## src/inc/mdfl_pkg.sv

```systemverilog
// Constants for the multidrop ASCII frame link
package mdfl_pkg;

   // ****************************************
   // Control characters
   // ****************************************
   localparam logic [7:0] CH_STX  = 8'h02;
   localparam logic [7:0] CH_ETX  = 8'h03;
   localparam logic [7:0] CH_ETB  = 8'h17;
   localparam logic [7:0] CH_ACK  = 8'h06;
   localparam logic [7:0] CH_NAK  = 8'h15;
   localparam logic [7:0] CH_NETID = 8'h40;
   localparam logic [7:0] CH_SPACE = 8'h20;
   localparam logic [7:0] CH_HASH = 8'h23;
   localparam logic [7:0] CH_BANG = 8'h21;
   localparam logic [7:0] CH_ZERO = 8'h30;
   localparam logic [7:0] CH_ONE  = 8'h31;

   // ****************************************
   // Check character and limits
   // ****************************************
   localparam logic [7:0] LRC_PRESET   = 8'hFF;
   localparam logic [7:0] MSG_MAX      = 8'hFF;
   localparam logic [1:0] BNUM_LAST    = 2'h2;
   localparam logic [2:0] RESEND_MAX   = 3'h5;
   localparam logic [6:0] STATION_MIN  = 7'h01;

   // ****************************************
   // Reply and result positions
   // ****************************************
   localparam logic [3:0] REPLY_LAST   = 4'h2;
   localparam logic [3:0] RES_LRC_IDX  = 4'h3;
   localparam logic [3:0] RES_STAT_IDX = 4'h7;
   localparam logic [3:0] RES_OK_END   = 4'h9;
   localparam logic [3:0] RES_ERR_END  = 4'hC;

   // ****************************************
   // Reset values and buffer depth
   // ****************************************
   localparam logic [7:0] CODE_RST  = 8'h00;
   localparam logic [1:0] FILL_RST  = 2'h0;
   localparam logic [1:0] BUF_DEPTH = 2'h2;

endpackage

```

## src/design/mdfl_frame_link.sv

```systemverilog
// Device-side framer and checker for the multidrop ASCII link
`timescale 1ns/1ns
// Overview of operation
// RULE_01 - Odd-parity check byte closes every block
// RULE_02 - Check accumulator starts at all ones
// RULE_03 - Check covers start, body and end characters
// RULE_04 - Reply ACK or NAK after each block
// RULE_05 - Host resends block after our NAK
// RULE_06 - Resend result on host NAK, five times
// RULE_07 - Host retransmits after two seconds silence
// RULE_08 - Host reports repeated failures as error
// RULE_09 - Block prefix: id char plus station number
// RULE_10 - Station 1..127 hex, act only on ours
// RULE_11 - Order: id, station, STX, number, body, end, check
// RULE_12 - Full non-final block ends with ETB
// RULE_13 - Final block ends with ETX
// RULE_14 - Command opens with space, function code
// RULE_15 - Parameters are signed 16-bit hex text
// RULE_16 - Space and code only in first block
// RULE_17 - Result hash, or bang plus three chars
// RULE_18 - Host keeps one-block parameter under 254
// RULE_19 - Host keeps two-block parameter under 510; code takes at most 508 chars (253 + 255)
// RULE_20 - Execute only after final block acknowledged
// RULE_21 - Host waits for ACK before next block
// RULE_22 - Data values are signed 16-bit hex text
// RULE_23 - Station digits follow every ACK or NAK
// RULE_24 - Bad check byte: NAK and discard block
module mdfl_frame_link (
   input  wire logic        mclk,
   input  wire logic        srst,
   input  wire logic [6:0]  station_id,
   input  wire logic        rx_valid,
   input  wire logic [7:0]  rx_data,
   output logic             tx_valid,
   output logic [7:0]       tx_data,
   input  wire logic        tx_ready,
   output logic             msg_valid,
   output logic [7:0]       msg_data,
   output logic             blk_good,
   output logic             blk_bad,
   output logic [7:0]       cmd_code,
   output logic             cmd_exec,
   input  wire logic        res_valid,
   input  wire logic        res_ok,
   input  wire logic [23:0] res_code,
   output logic             res_ready,
   output logic             link_error
);
   // ****************************************
   // Helpers
   // ****************************************
   function automatic logic [4:0] hex_val(input logic [7:0] c);
      if (c >= 8'h30 && c <= 8'h39) begin
         hex_val = {1'b1, c[3:0]};
      end else if (c >= 8'h41 && c <= 8'h46) begin
         hex_val = {1'b1, c[3:0] + 4'h9};
      end else begin
         hex_val = 5'h00;
      end
   endfunction
   function automatic logic [7:0] hex_chr(input logic [3:0] n);
      hex_chr = (n < 4'hA) ? {4'h3, n} : {4'h4, n - 4'h9};
   endfunction
   // ****************************************
   // States
   // ****************************************
   typedef enum logic [2:0] {
      R_IDLE, R_ST_HI, R_ST_LO, R_STX, R_BNUM, R_MSG, R_LRC
   } mdfl_rx_e;
   typedef enum logic [2:0] {
      C_IDLE, C_REPLY, C_EXEC, C_RESULT, C_WAIT
   } mdfl_ctl_e;
   mdfl_rx_e    rx_q;
   mdfl_ctl_e   ctl_q;
   logic [3:0]  st_hi_q, idx_q;
   logic [7:0]  rx_lrc_q, rcnt_q, tx_lrc_q, seq_byte;
   logic [23:0] res_code_q;
   logic [2:0]  resend_q;
   logic [7:0]  buf_q [0:1];
   logic [1:0]  fill_q;
   logic [4:0]  hv;
   logic        blk_err_q, blk_last_q, first_blk_q, verdict_q;
   logic        verdict_nak_q, reply_nak_q, reply_last_q, res_ok_q;
   logic        rd_ptr_q, seq_valid, push, pop, host_ans;
   assign hv       = hex_val(rx_data);
   assign host_ans = rx_valid && ctl_q == C_WAIT && rx_q == R_IDLE;
   // ****************************************
   // Receive parser
   // ****************************************
   always_ff @(posedge mclk) begin
      if (srst) begin
         rx_q        <= R_IDLE;
         st_hi_q     <= 4'h0;
         rx_lrc_q    <= mdfl_pkg::LRC_PRESET;
         rcnt_q      <= 8'h00;
         blk_err_q   <= 1'b0;
         blk_last_q  <= 1'b0;
      end else if (rx_valid) begin
         unique case (rx_q)
            R_IDLE: begin
               if (rx_data == mdfl_pkg::CH_NETID && ctl_q == C_IDLE) begin
                  rx_q <= R_ST_HI; // RULE_09
               end
            end
            R_ST_HI: begin
               st_hi_q <= hv[3:0];
               rx_q    <= (hv[4] && !hv[3]) ? R_ST_LO : R_IDLE; // RULE_10
            end
            R_ST_LO: begin
               if (hv[4] && {st_hi_q[2:0], hv[3:0]} == station_id
                   && station_id >= mdfl_pkg::STATION_MIN) begin
                  rx_q <= R_STX; // RULE_10
               end else begin
                  rx_q <= R_IDLE;
               end
            end
            R_STX: begin
               rx_lrc_q  <= mdfl_pkg::LRC_PRESET ^ rx_data; // RULE_02
               rcnt_q    <= 8'h00;
               blk_err_q <= 1'b0;
               rx_q <= (rx_data == mdfl_pkg::CH_STX) ? R_BNUM : R_IDLE;
            end
            R_BNUM: begin
               rx_lrc_q <= rx_lrc_q ^ rx_data; // RULE_03
               rcnt_q   <= rcnt_q + 8'h01;
               if (!hv[4] || hv[3:0] > 4'h9) begin
                  blk_err_q <= 1'b1; // RULE_11
               end
               if (rcnt_q[1:0] == mdfl_pkg::BNUM_LAST) begin
                  rcnt_q <= 8'h00;
                  rx_q   <= R_MSG;
               end
            end
            R_MSG: begin
               rx_lrc_q <= rx_lrc_q ^ rx_data; // RULE_03
               if (rx_data == mdfl_pkg::CH_ETX) begin
                  blk_last_q <= 1'b1; // RULE_13
                  rx_q       <= R_LRC;
               end else if (rx_data == mdfl_pkg::CH_ETB) begin
                  blk_last_q <= 1'b0;
                  if (rcnt_q != mdfl_pkg::MSG_MAX) begin
                     blk_err_q <= 1'b1; // RULE_12
                  end
                  rx_q <= R_LRC;
               end else if (rcnt_q == mdfl_pkg::MSG_MAX) begin
                  blk_err_q <= 1'b1; // RULE_11
               end else begin
                  rcnt_q <= rcnt_q + 8'h01;
               end
            end
            R_LRC:   rx_q <= R_IDLE; // RULE_01
            default: rx_q <= R_IDLE;
         endcase
      end
   end
   // Block verdict, one pulse after the check byte
   always_ff @(posedge mclk) begin
      if (srst) begin
         verdict_q     <= 1'b0;
         verdict_nak_q <= 1'b0;
      end else begin
         verdict_q     <= rx_valid && rx_q == R_LRC;
         verdict_nak_q <= blk_err_q || rx_data != rx_lrc_q; // RULE_24
      end
   end
   // ****************************************
   // Message delivery
   // ****************************************
   // Characters go out as they arrive; a bad verdict tells the user
   // to drop them, which avoids a 255-byte holding store.
   always_ff @(posedge mclk) begin
      if (srst) begin
         msg_valid <= 1'b0;
         msg_data  <= 8'h00;
         cmd_code  <= mdfl_pkg::CODE_RST;
      end else begin
         msg_valid <= 1'b0;
         if (rx_valid && rx_q == R_MSG && rx_data != mdfl_pkg::CH_ETX
             && rx_data != mdfl_pkg::CH_ETB) begin
            if (first_blk_q && rcnt_q == 8'h01) begin
               cmd_code <= rx_data; // RULE_14
            end else if (!(first_blk_q && rcnt_q == 8'h00
                           && rx_data == mdfl_pkg::CH_SPACE)) begin
               msg_valid <= 1'b1; // RULE_16
               msg_data  <= rx_data; // RULE_15 RULE_22
            end
         end
      end
   end
   always_ff @(posedge mclk) begin
      if (srst) begin
         blk_good    <= 1'b0;
         blk_bad     <= 1'b0;
         first_blk_q <= 1'b1;
      end else begin
         blk_good <= verdict_q && !verdict_nak_q;
         blk_bad  <= verdict_q && verdict_nak_q; // RULE_24
         if (verdict_q && !verdict_nak_q) begin
            first_blk_q <= blk_last_q; // RULE_16
         end
      end
   end
   // ****************************************
   // Reply and result sequencer
   // ****************************************
   always_comb begin
      seq_byte  = 8'h00;
      seq_valid = ctl_q == C_REPLY || ctl_q == C_RESULT;
      if (ctl_q == C_REPLY) begin
         unique case (idx_q)
            4'h0:    seq_byte = reply_nak_q ? mdfl_pkg::CH_NAK
                                            : mdfl_pkg::CH_ACK; // RULE_04
            4'h1:    seq_byte = hex_chr({1'b0, station_id[6:4]}); // RULE_23
            default: seq_byte = hex_chr(station_id[3:0]); // RULE_23
         endcase
      end else begin
         unique case (idx_q)
            4'h0:    seq_byte = mdfl_pkg::CH_NETID; // RULE_09
            4'h1:    seq_byte = hex_chr({1'b0, station_id[6:4]});
            4'h2:    seq_byte = hex_chr(station_id[3:0]);
            4'h3:    seq_byte = mdfl_pkg::CH_STX; // RULE_11
            4'h4:    seq_byte = mdfl_pkg::CH_ZERO;
            4'h5:    seq_byte = mdfl_pkg::CH_ZERO;
            4'h6:    seq_byte = mdfl_pkg::CH_ONE;
            4'h7:    seq_byte = res_ok_q ? mdfl_pkg::CH_HASH
                                         : mdfl_pkg::CH_BANG; // RULE_17
            4'h8:    seq_byte = res_ok_q ? mdfl_pkg::CH_ETX
                                         : res_code_q[23:16];
            4'h9:    seq_byte = res_ok_q ? tx_lrc_q : res_code_q[15:8];
            4'hA:    seq_byte = res_code_q[7:0];
            4'hB:    seq_byte = mdfl_pkg::CH_ETX; // RULE_13
            default: seq_byte = tx_lrc_q; // RULE_01
         endcase
      end
   end
   assign push      = seq_valid && fill_q != mdfl_pkg::BUF_DEPTH;
   assign res_ready = ctl_q == C_EXEC;
   always_ff @(posedge mclk) begin
      if (srst) begin
         ctl_q        <= C_IDLE;
         reply_nak_q  <= 1'b0;
         reply_last_q <= 1'b0;
         idx_q        <= 4'h0;
         tx_lrc_q     <= mdfl_pkg::LRC_PRESET;
         res_ok_q     <= 1'b0;
         res_code_q   <= 24'h000000;
         resend_q     <= 3'h0;
         cmd_exec     <= 1'b0;
         link_error   <= 1'b0;
      end else begin
         cmd_exec   <= 1'b0;
         link_error <= 1'b0;
         if (push) begin
            idx_q <= idx_q + 4'h1;
            if (ctl_q == C_RESULT && idx_q >= mdfl_pkg::RES_LRC_IDX) begin
               tx_lrc_q <= tx_lrc_q ^ seq_byte; // RULE_03
            end
         end
         unique case (ctl_q)
            C_IDLE: begin
               if (verdict_q) begin
                  reply_nak_q  <= verdict_nak_q; // RULE_24
                  reply_last_q <= blk_last_q;
                  idx_q        <= 4'h0;
                  ctl_q        <= C_REPLY; // RULE_04
               end
            end
            C_REPLY: begin
               if (push && idx_q == mdfl_pkg::REPLY_LAST) begin
                  if (!reply_nak_q && reply_last_q) begin
                     cmd_exec <= 1'b1; // RULE_20
                     ctl_q    <= C_EXEC;
                  end else begin
                     ctl_q <= C_IDLE;
                  end
               end
            end
            C_EXEC: begin
               if (res_valid) begin
                  res_ok_q   <= res_ok;
                  res_code_q <= res_code; // RULE_17
                  resend_q   <= 3'h0;
                  idx_q      <= 4'h0;
                  tx_lrc_q   <= mdfl_pkg::LRC_PRESET; // RULE_02
                  ctl_q      <= C_RESULT;
               end
            end
            C_RESULT: begin
               if (push && idx_q == (res_ok_q ? mdfl_pkg::RES_OK_END
                                              : mdfl_pkg::RES_ERR_END)) begin
                  ctl_q <= C_WAIT;
               end
            end
            C_WAIT: begin
               if (host_ans && rx_data == mdfl_pkg::CH_ACK) begin
                  ctl_q <= C_IDLE;
               end else if (host_ans && rx_data == mdfl_pkg::CH_NAK) begin
                  if (resend_q < mdfl_pkg::RESEND_MAX) begin
                     resend_q <= resend_q + 3'h1; // RULE_06
                     idx_q    <= 4'h0;
                     tx_lrc_q <= mdfl_pkg::LRC_PRESET;
                     ctl_q    <= C_RESULT;
                  end else begin
                     link_error <= 1'b1; // RULE_06
                     ctl_q      <= C_IDLE;
                  end
               end
            end
            default: ctl_q <= C_IDLE;
         endcase
      end
   end
   // ****************************************
   // Two-entry transmit buffer
   // ****************************************
   // A stalled transmitter fills it and then holds the sequencer.
   assign tx_valid = fill_q != mdfl_pkg::FILL_RST;
   assign tx_data  = buf_q[rd_ptr_q];
   assign pop      = tx_valid && tx_ready;
   always_ff @(posedge mclk) begin
      if (srst) begin
         fill_q   <= mdfl_pkg::FILL_RST;
         rd_ptr_q <= 1'b0;
         buf_q[0] <= 8'h00;
         buf_q[1] <= 8'h00;
      end else begin
         if (push) begin
            buf_q[rd_ptr_q ^ fill_q[0]] <= seq_byte;
         end
         if (pop) begin
            rd_ptr_q <= ~rd_ptr_q;
         end
         fill_q <= fill_q + {1'b0, push} - {1'b0, pop};
      end
   end
endmodule // mdfl_frame_link

```

## config.mk

```make
export PLATFORM = sky130hd
export DESIGN_NAME = mdfl_frame_link
export DESIGN_NICKNAME = d
export VERILOG_FILES = /design/src/inc/mdfl_pkg.sv /design/src/design/mdfl_frame_link.sv
export SDC_FILE = /design/constraint.sdc
export NUM_CORES = 1
export LEC_CHECK = 0
export ABC_AREA = 1
export CAP_MARGIN = 5
export CELL_PAD_IN_SITES_DETAIL_PLACEMENT = 0
export CELL_PAD_IN_SITES_GLOBAL_PLACEMENT = 1
export CORE_MARGIN = 10
export CORE_UTILIZATION = 46
export CTS_CLUSTER_DIAMETER = 200
export DETAILED_ROUTE_END_ITERATION = 7
export DONT_BUFFER_PORTS = 1
export PLACE_DENSITY_LB_ADDON = 0.1
export SYNTH_ARGS = -nofsm -noshare
export SYNTH_HDL_FRONTEND = slang
export SYNTH_SLANG_ARGS = --single-unit
export TNS_END_PERCENT = 10
```

## constraint.sdc

```tcl
create_clock -name mclk -period 2.6 [get_ports mclk]
set_clock_uncertainty 0.15 [all_clocks]
set_input_delay 0.52 -clock mclk [delete_from_list [all_inputs] [get_ports mclk]]
set_output_delay 0.52 -clock mclk [all_outputs]
set_load 0.005 [all_outputs]
```

Yosys cells after proc, flatten, opt, wreduce, memory -nomap -nowiden:

Memories as Yosys holds them, arrays and structs flattened. A register that Yosys moved wholly into a read port is not among the register bits.
Index checks and enable logic that the tools add are counted.

* add/sub/neg operators: 8
* magnitude comparators: 10
* equality and inequality tests: 55
* muxes and demuxes: 75
* bitwise logic cells: 12
* reductions and logical operators: 59

Operator list (count)
* $mux W8: 14
* $pmux W8 S11: 1
* $mux W3: 16
* $pmux W8 S2: 2
* $logic_and A1 B1 Y1: 25
* $mux W4: 6
* $pmux W8 S3: 1
* $mux W1: 19
* $ne A2 B2 Y1 const B: 9
* $pmux W3 S6: 1
* $eq A4 B3 Y1 const B: 4
* $eq A4 B4 Y1 const B: 4
* $eq A8 B2 Y1 const B: 2
* $eq A8 B5 Y1 const B: 2
* $xor A8 B8 Y8: 2
* $mux W5: 3
* $pmux W3 S5: 1
* $reduce_and A5 Y1: 3
* $mux W7: 2
* $pmux W7 S2: 1
* $eq A3 B2 Y1 const B: 4
* $eq A3 B3 Y1 const B: 4
* $pmux W4 S3: 1
* $mux W2: 5
* other kinds (56): 87

* register bits after elaboration: 96
* memory bits (writable): 16
* bits of input ports: 45
* output and inout port bits: 31
* memories: 1

Memories
* buf_q: words 2, width 8, rd ports 1, clocked after Yosys merged registers in 1, wr ports 2, line mdfl_frame_link.sv:79 `logic [7:0] buf_q [0:1];`

Longest topological paths before layout:

* word-level depth: 11
* gate-level depth with buffers: 15

Worst setup path before layout:

Ideal clock, no wire load.

* path kind: in2reg
* start point: in srst
* end point: mem buf_q[0][0], enable pin
* data arrival time: 1.578 ns
* data required time: 2.121 ns
* setup slack: 0.543 ns
* stages on the path: 5
* buffers on the path: 2
* path through: clkbuf_1 inv_1 clkbuf_1 nand3_1 nand2_1

RTL lines
* start: declaration: line mdfl_frame_link.sv:30 `input wire logic srst,`
* end: declaration: line mdfl_frame_link.sv:79

==> results.md <==
* Die area at around 0.018 sq mm
* CTS tree: built
* Clk slew on worst S/H paths at 0.06 ns
* Clock Tree Root: clkbuf_16
* Synth area leaders: dfxtp_1 32%, nand2_1 9.5%, nor2_1 8.2%, edfxtp_1 7.9%, o21ai_0 5.8%
* CP Class: reg2reg
* WL final at about 17,000 microns
* Post-route ant nets at 0
* Area after DPL at around 0.0063 sq mm
* Syn_nets at between 900 and 1,000
* DRC Markers at 0
* CP Cell Sequence: inv_1, ha_1, nor2_1, nor2_2, o21ai_0, a31oi_1, a21oi_2, nor2_1
* P_sw at 0.001320 W
* Top Ports at 76
* Port buffer count at 0
* N_diodes at 0
* Area delta synth->final at 12.65%
* H-Tree Depth at 4
* CP top delay family: compound AO/OA/AOI/OAI gates
* Number of flops mapped to enable cells by yosys at 16
* Avg WL per Cell at between 15 and 20 microns
* Row count at approximately 40
* CTS max path bufs at 2
* Main flop type after synthesis: dfxtp_1
* Drt first pass iters at 5
* CP bufs+invs at 1
* Maximum VDD drop at between 0.4 and 0.5 mV
* Cell Int Power at 0.003477 W
* GPL Wtd Cong at roughly 0.94
* Pwr dens at 700.1 mW/mm^2
* Yosys top cell area share at 0.3193
* Largest net degree at the start of global routing at 37
* Slew HR at 0.6862
* Fin. max-slew vios at 0
* Hold crit path type: in2reg
* Total congestion overflow after global routing at 0
* Detailed placement HPWL at roughly 13,000 microns
* Asr flop ratio synth at 0
* Highest Clock Rate at between 400 and 500 MHz
* Critical path arrival at 2.39 ns
* Worst-margin pin slew at roughly 0.47 ns
* Cell variety after synth at 49
* Post-CTS setup repair buffer count at 0
* Final Hold Vio Count at 0
* Total power at 0.004797 W
* Critical path's slowest cell: o21ai_0
* Commonest non-fill, non-tap cell in the layout: nand2_1
* Tmin final at about 2.4 ns
* Gate power share at 0.132
* CTS Buf Count at 17
* Initial Utilization at 0.4761
* Largest stage delay, worst path at a little over 0.4 ns
* Max-Cap Viols at 0
* Initial antenna violation count at 0
* Mapped Area at roughly 0.006 sq mm
* Setup TNS at 0 ns
* Fin nets at approximately 900
* DRT iter0 DRCs at 369
* Worst path required time at about 2.6 ns
* Final setup vio count at 0
* Total GRT Usage at 0.1890
* Critical path fanouts, max at 8
* Crit path capture type: flip-flop
* CP dominant cell by count: nor2_1
* First-pass GRT wire length at 27,540 microns
* FF/Latch Area at between 0.002 and 0.0025 sq mm
* Switching Share at 0.2751
* Clk_lat worst skew at slightly above 0.4 ns
* Die height at between 100 and 150 microns
* Multi-input gate area at around 0.0032 sq mm
* Synthesis Warnings at 0
* Clock tree sinks at between 100 and 150
* Mapped Cells at 848
* Vias in the first global route at ~5,600
* Number of fill cells at about 1,300
* Most frequent cells in the layout: 154 x nand2_1, 133 x nor2_1, 97 x dfxtp_1
* Syn avg cell area at about 7.2 sq um
* RSZ-0062 raised after global routing: false
* Status: finished clean
* Sequential Power Share at 0.394
* Yosys top cell by area: dfxtp_1
* CORE AREA at between 0.01 and 0.015 sq mm
* Vias/cell at about 5.3
* Final worst-path cycle share at 0.9161
* Die X at ~130 microns
* Share of post-route cells with drive strength above 1 at 0.1118
* Routed vias at 5,525
* Critical path startpoint category: flip-flop
* Seq/Total Area, Yosys at 0.3983
* Yosys reg bits at 113
* Post-route cell area at between 0.006 and 0.007 sq mm
* Static Leakage at between 2 and 3 nW
* Clock power frac at 0.474
-- final timing paths --
check	depth (start not counted)	end	startpoint	slack, ns
min	1	blk_good	srst	0.02
min reg2reg	2	blk_bad	verdict_nak_q	0.31
max	8	buf_q[0][4]	idx_q[0]	0.22
max reg2reg	8	buf_q[0][4]	idx_q[0]	0.22
-- cell type report --
cell class	count	share of cell area
multi-input cells	615	0.4660
well taps	172	0.03141
clock inverters	14	0.02045
repair buffers	9	0.01023
inverters	99	0.05424
clock buffers	18	0.06410
flip-flops and latches	113	0.3535
-- flip-flops by register name, indices dropped and copies added, names as in the netlist, 4 cells and up, named ones only --
name        count
res_code_q     24
buf_q          16
rx_lrc_q        8
idx_q           4
cmd_code        8
rcnt_q          8
msg_data        8
tx_lrc_q        8
-- cell families after synthesis --
logic type / share of synthesized area
and+or+nand+nor: 0.3018
AOI/OAI and AO/OA: 0.1463
buffers and inverters: 0.07797
DFF: 0.3983
xor gates and xnor gates: 0.02592
adders and majority gates: 0.03497
muxes: 0.01481
-- worst register-to-register path, stage by stage (launching register included) --
cell     delay (ns)
dfxtp_1        0.40
inv_1          0.11
ha_1           0.23
nor2_1         0.26
nor2_2         0.15
o21ai_0        0.41
a31oi_1        0.11
a21oi_2        0.23
nor2_1         0.08
-- metrics by stage --
stage / worst slack [ns] / hold slack [ns] / utilization / instances
2_1_floorplan: 0.5426 / 0.2601 / - / 848
3_3_place_gp: 0.1520 / 0.2926 / 0.4897 / 1007
3_5_place_dp: 0.1395 / 0.3012 / 0.4897 / 1007
4_1_cts: 0.1301 / 0.002984 / 0.5350 / 1039
5_1_grt: 0.001305 / 0.002631 / 0.5364 / 1040
6_report: 0.2181 / 0.01996 / 0.5364 / 1040
-- timing repair --
item / in CTS / in global routing
endpoints found under the setup margin: 0 / 6
gates resized for setup: 0 / 1
endpoints found under the hold margin: 0 / 1
hold buffers: 0 / 1
-- power by group through the flow --
stage | sequential, W | combinational (W) | clock, W
2_1_floorplan | 0.00190 | 0.000501 | 0
3_3_place_gp | 0.00192 | 0.000622 | 0
3_5_place_dp | 0.00193 | 0.000626 | 0
4_1_cts | 0.00189 | 0.000633 | 0.00231
5_1_grt | 0.00190 | 0.000729 | 0.00238
6_report | 0.00189 | 0.000632 | 0.00227
-- synthesized netlist by cell type, types with 3 or more instances --
cell type and n:
ha_1 17, nor4_1 4, nor2_4 3, o21ai_1 11, nand2_2 7, a31oi_1 3
inv_1 85, nor2_1 133, xnor2_1 5, nor2_2 6, inv_2 14, xor2_1 13
nand2_1 154, nand4_1 9, mux2_2 8, nand3_1 62, o21ai_0 70, o21ai_2 3
a21oi_1 50, dfxtp_1 97, clkbuf_1 14, nor3_1 19, o211ai_1 10, edfxtp_1 16
-- per-layer routing --
| layer | global-route usage | part of all wire |
|---|---|---|
| met5 | 0 | 0 |
| met4 | 0.06579 | 0.019 |
| met3 | 0.05601 | 0.051 |
| met2 | 0.3550 | 0.53 |
| met1 | 0.1936 | 0.40 |
Power figures use the tool's default switching activity.
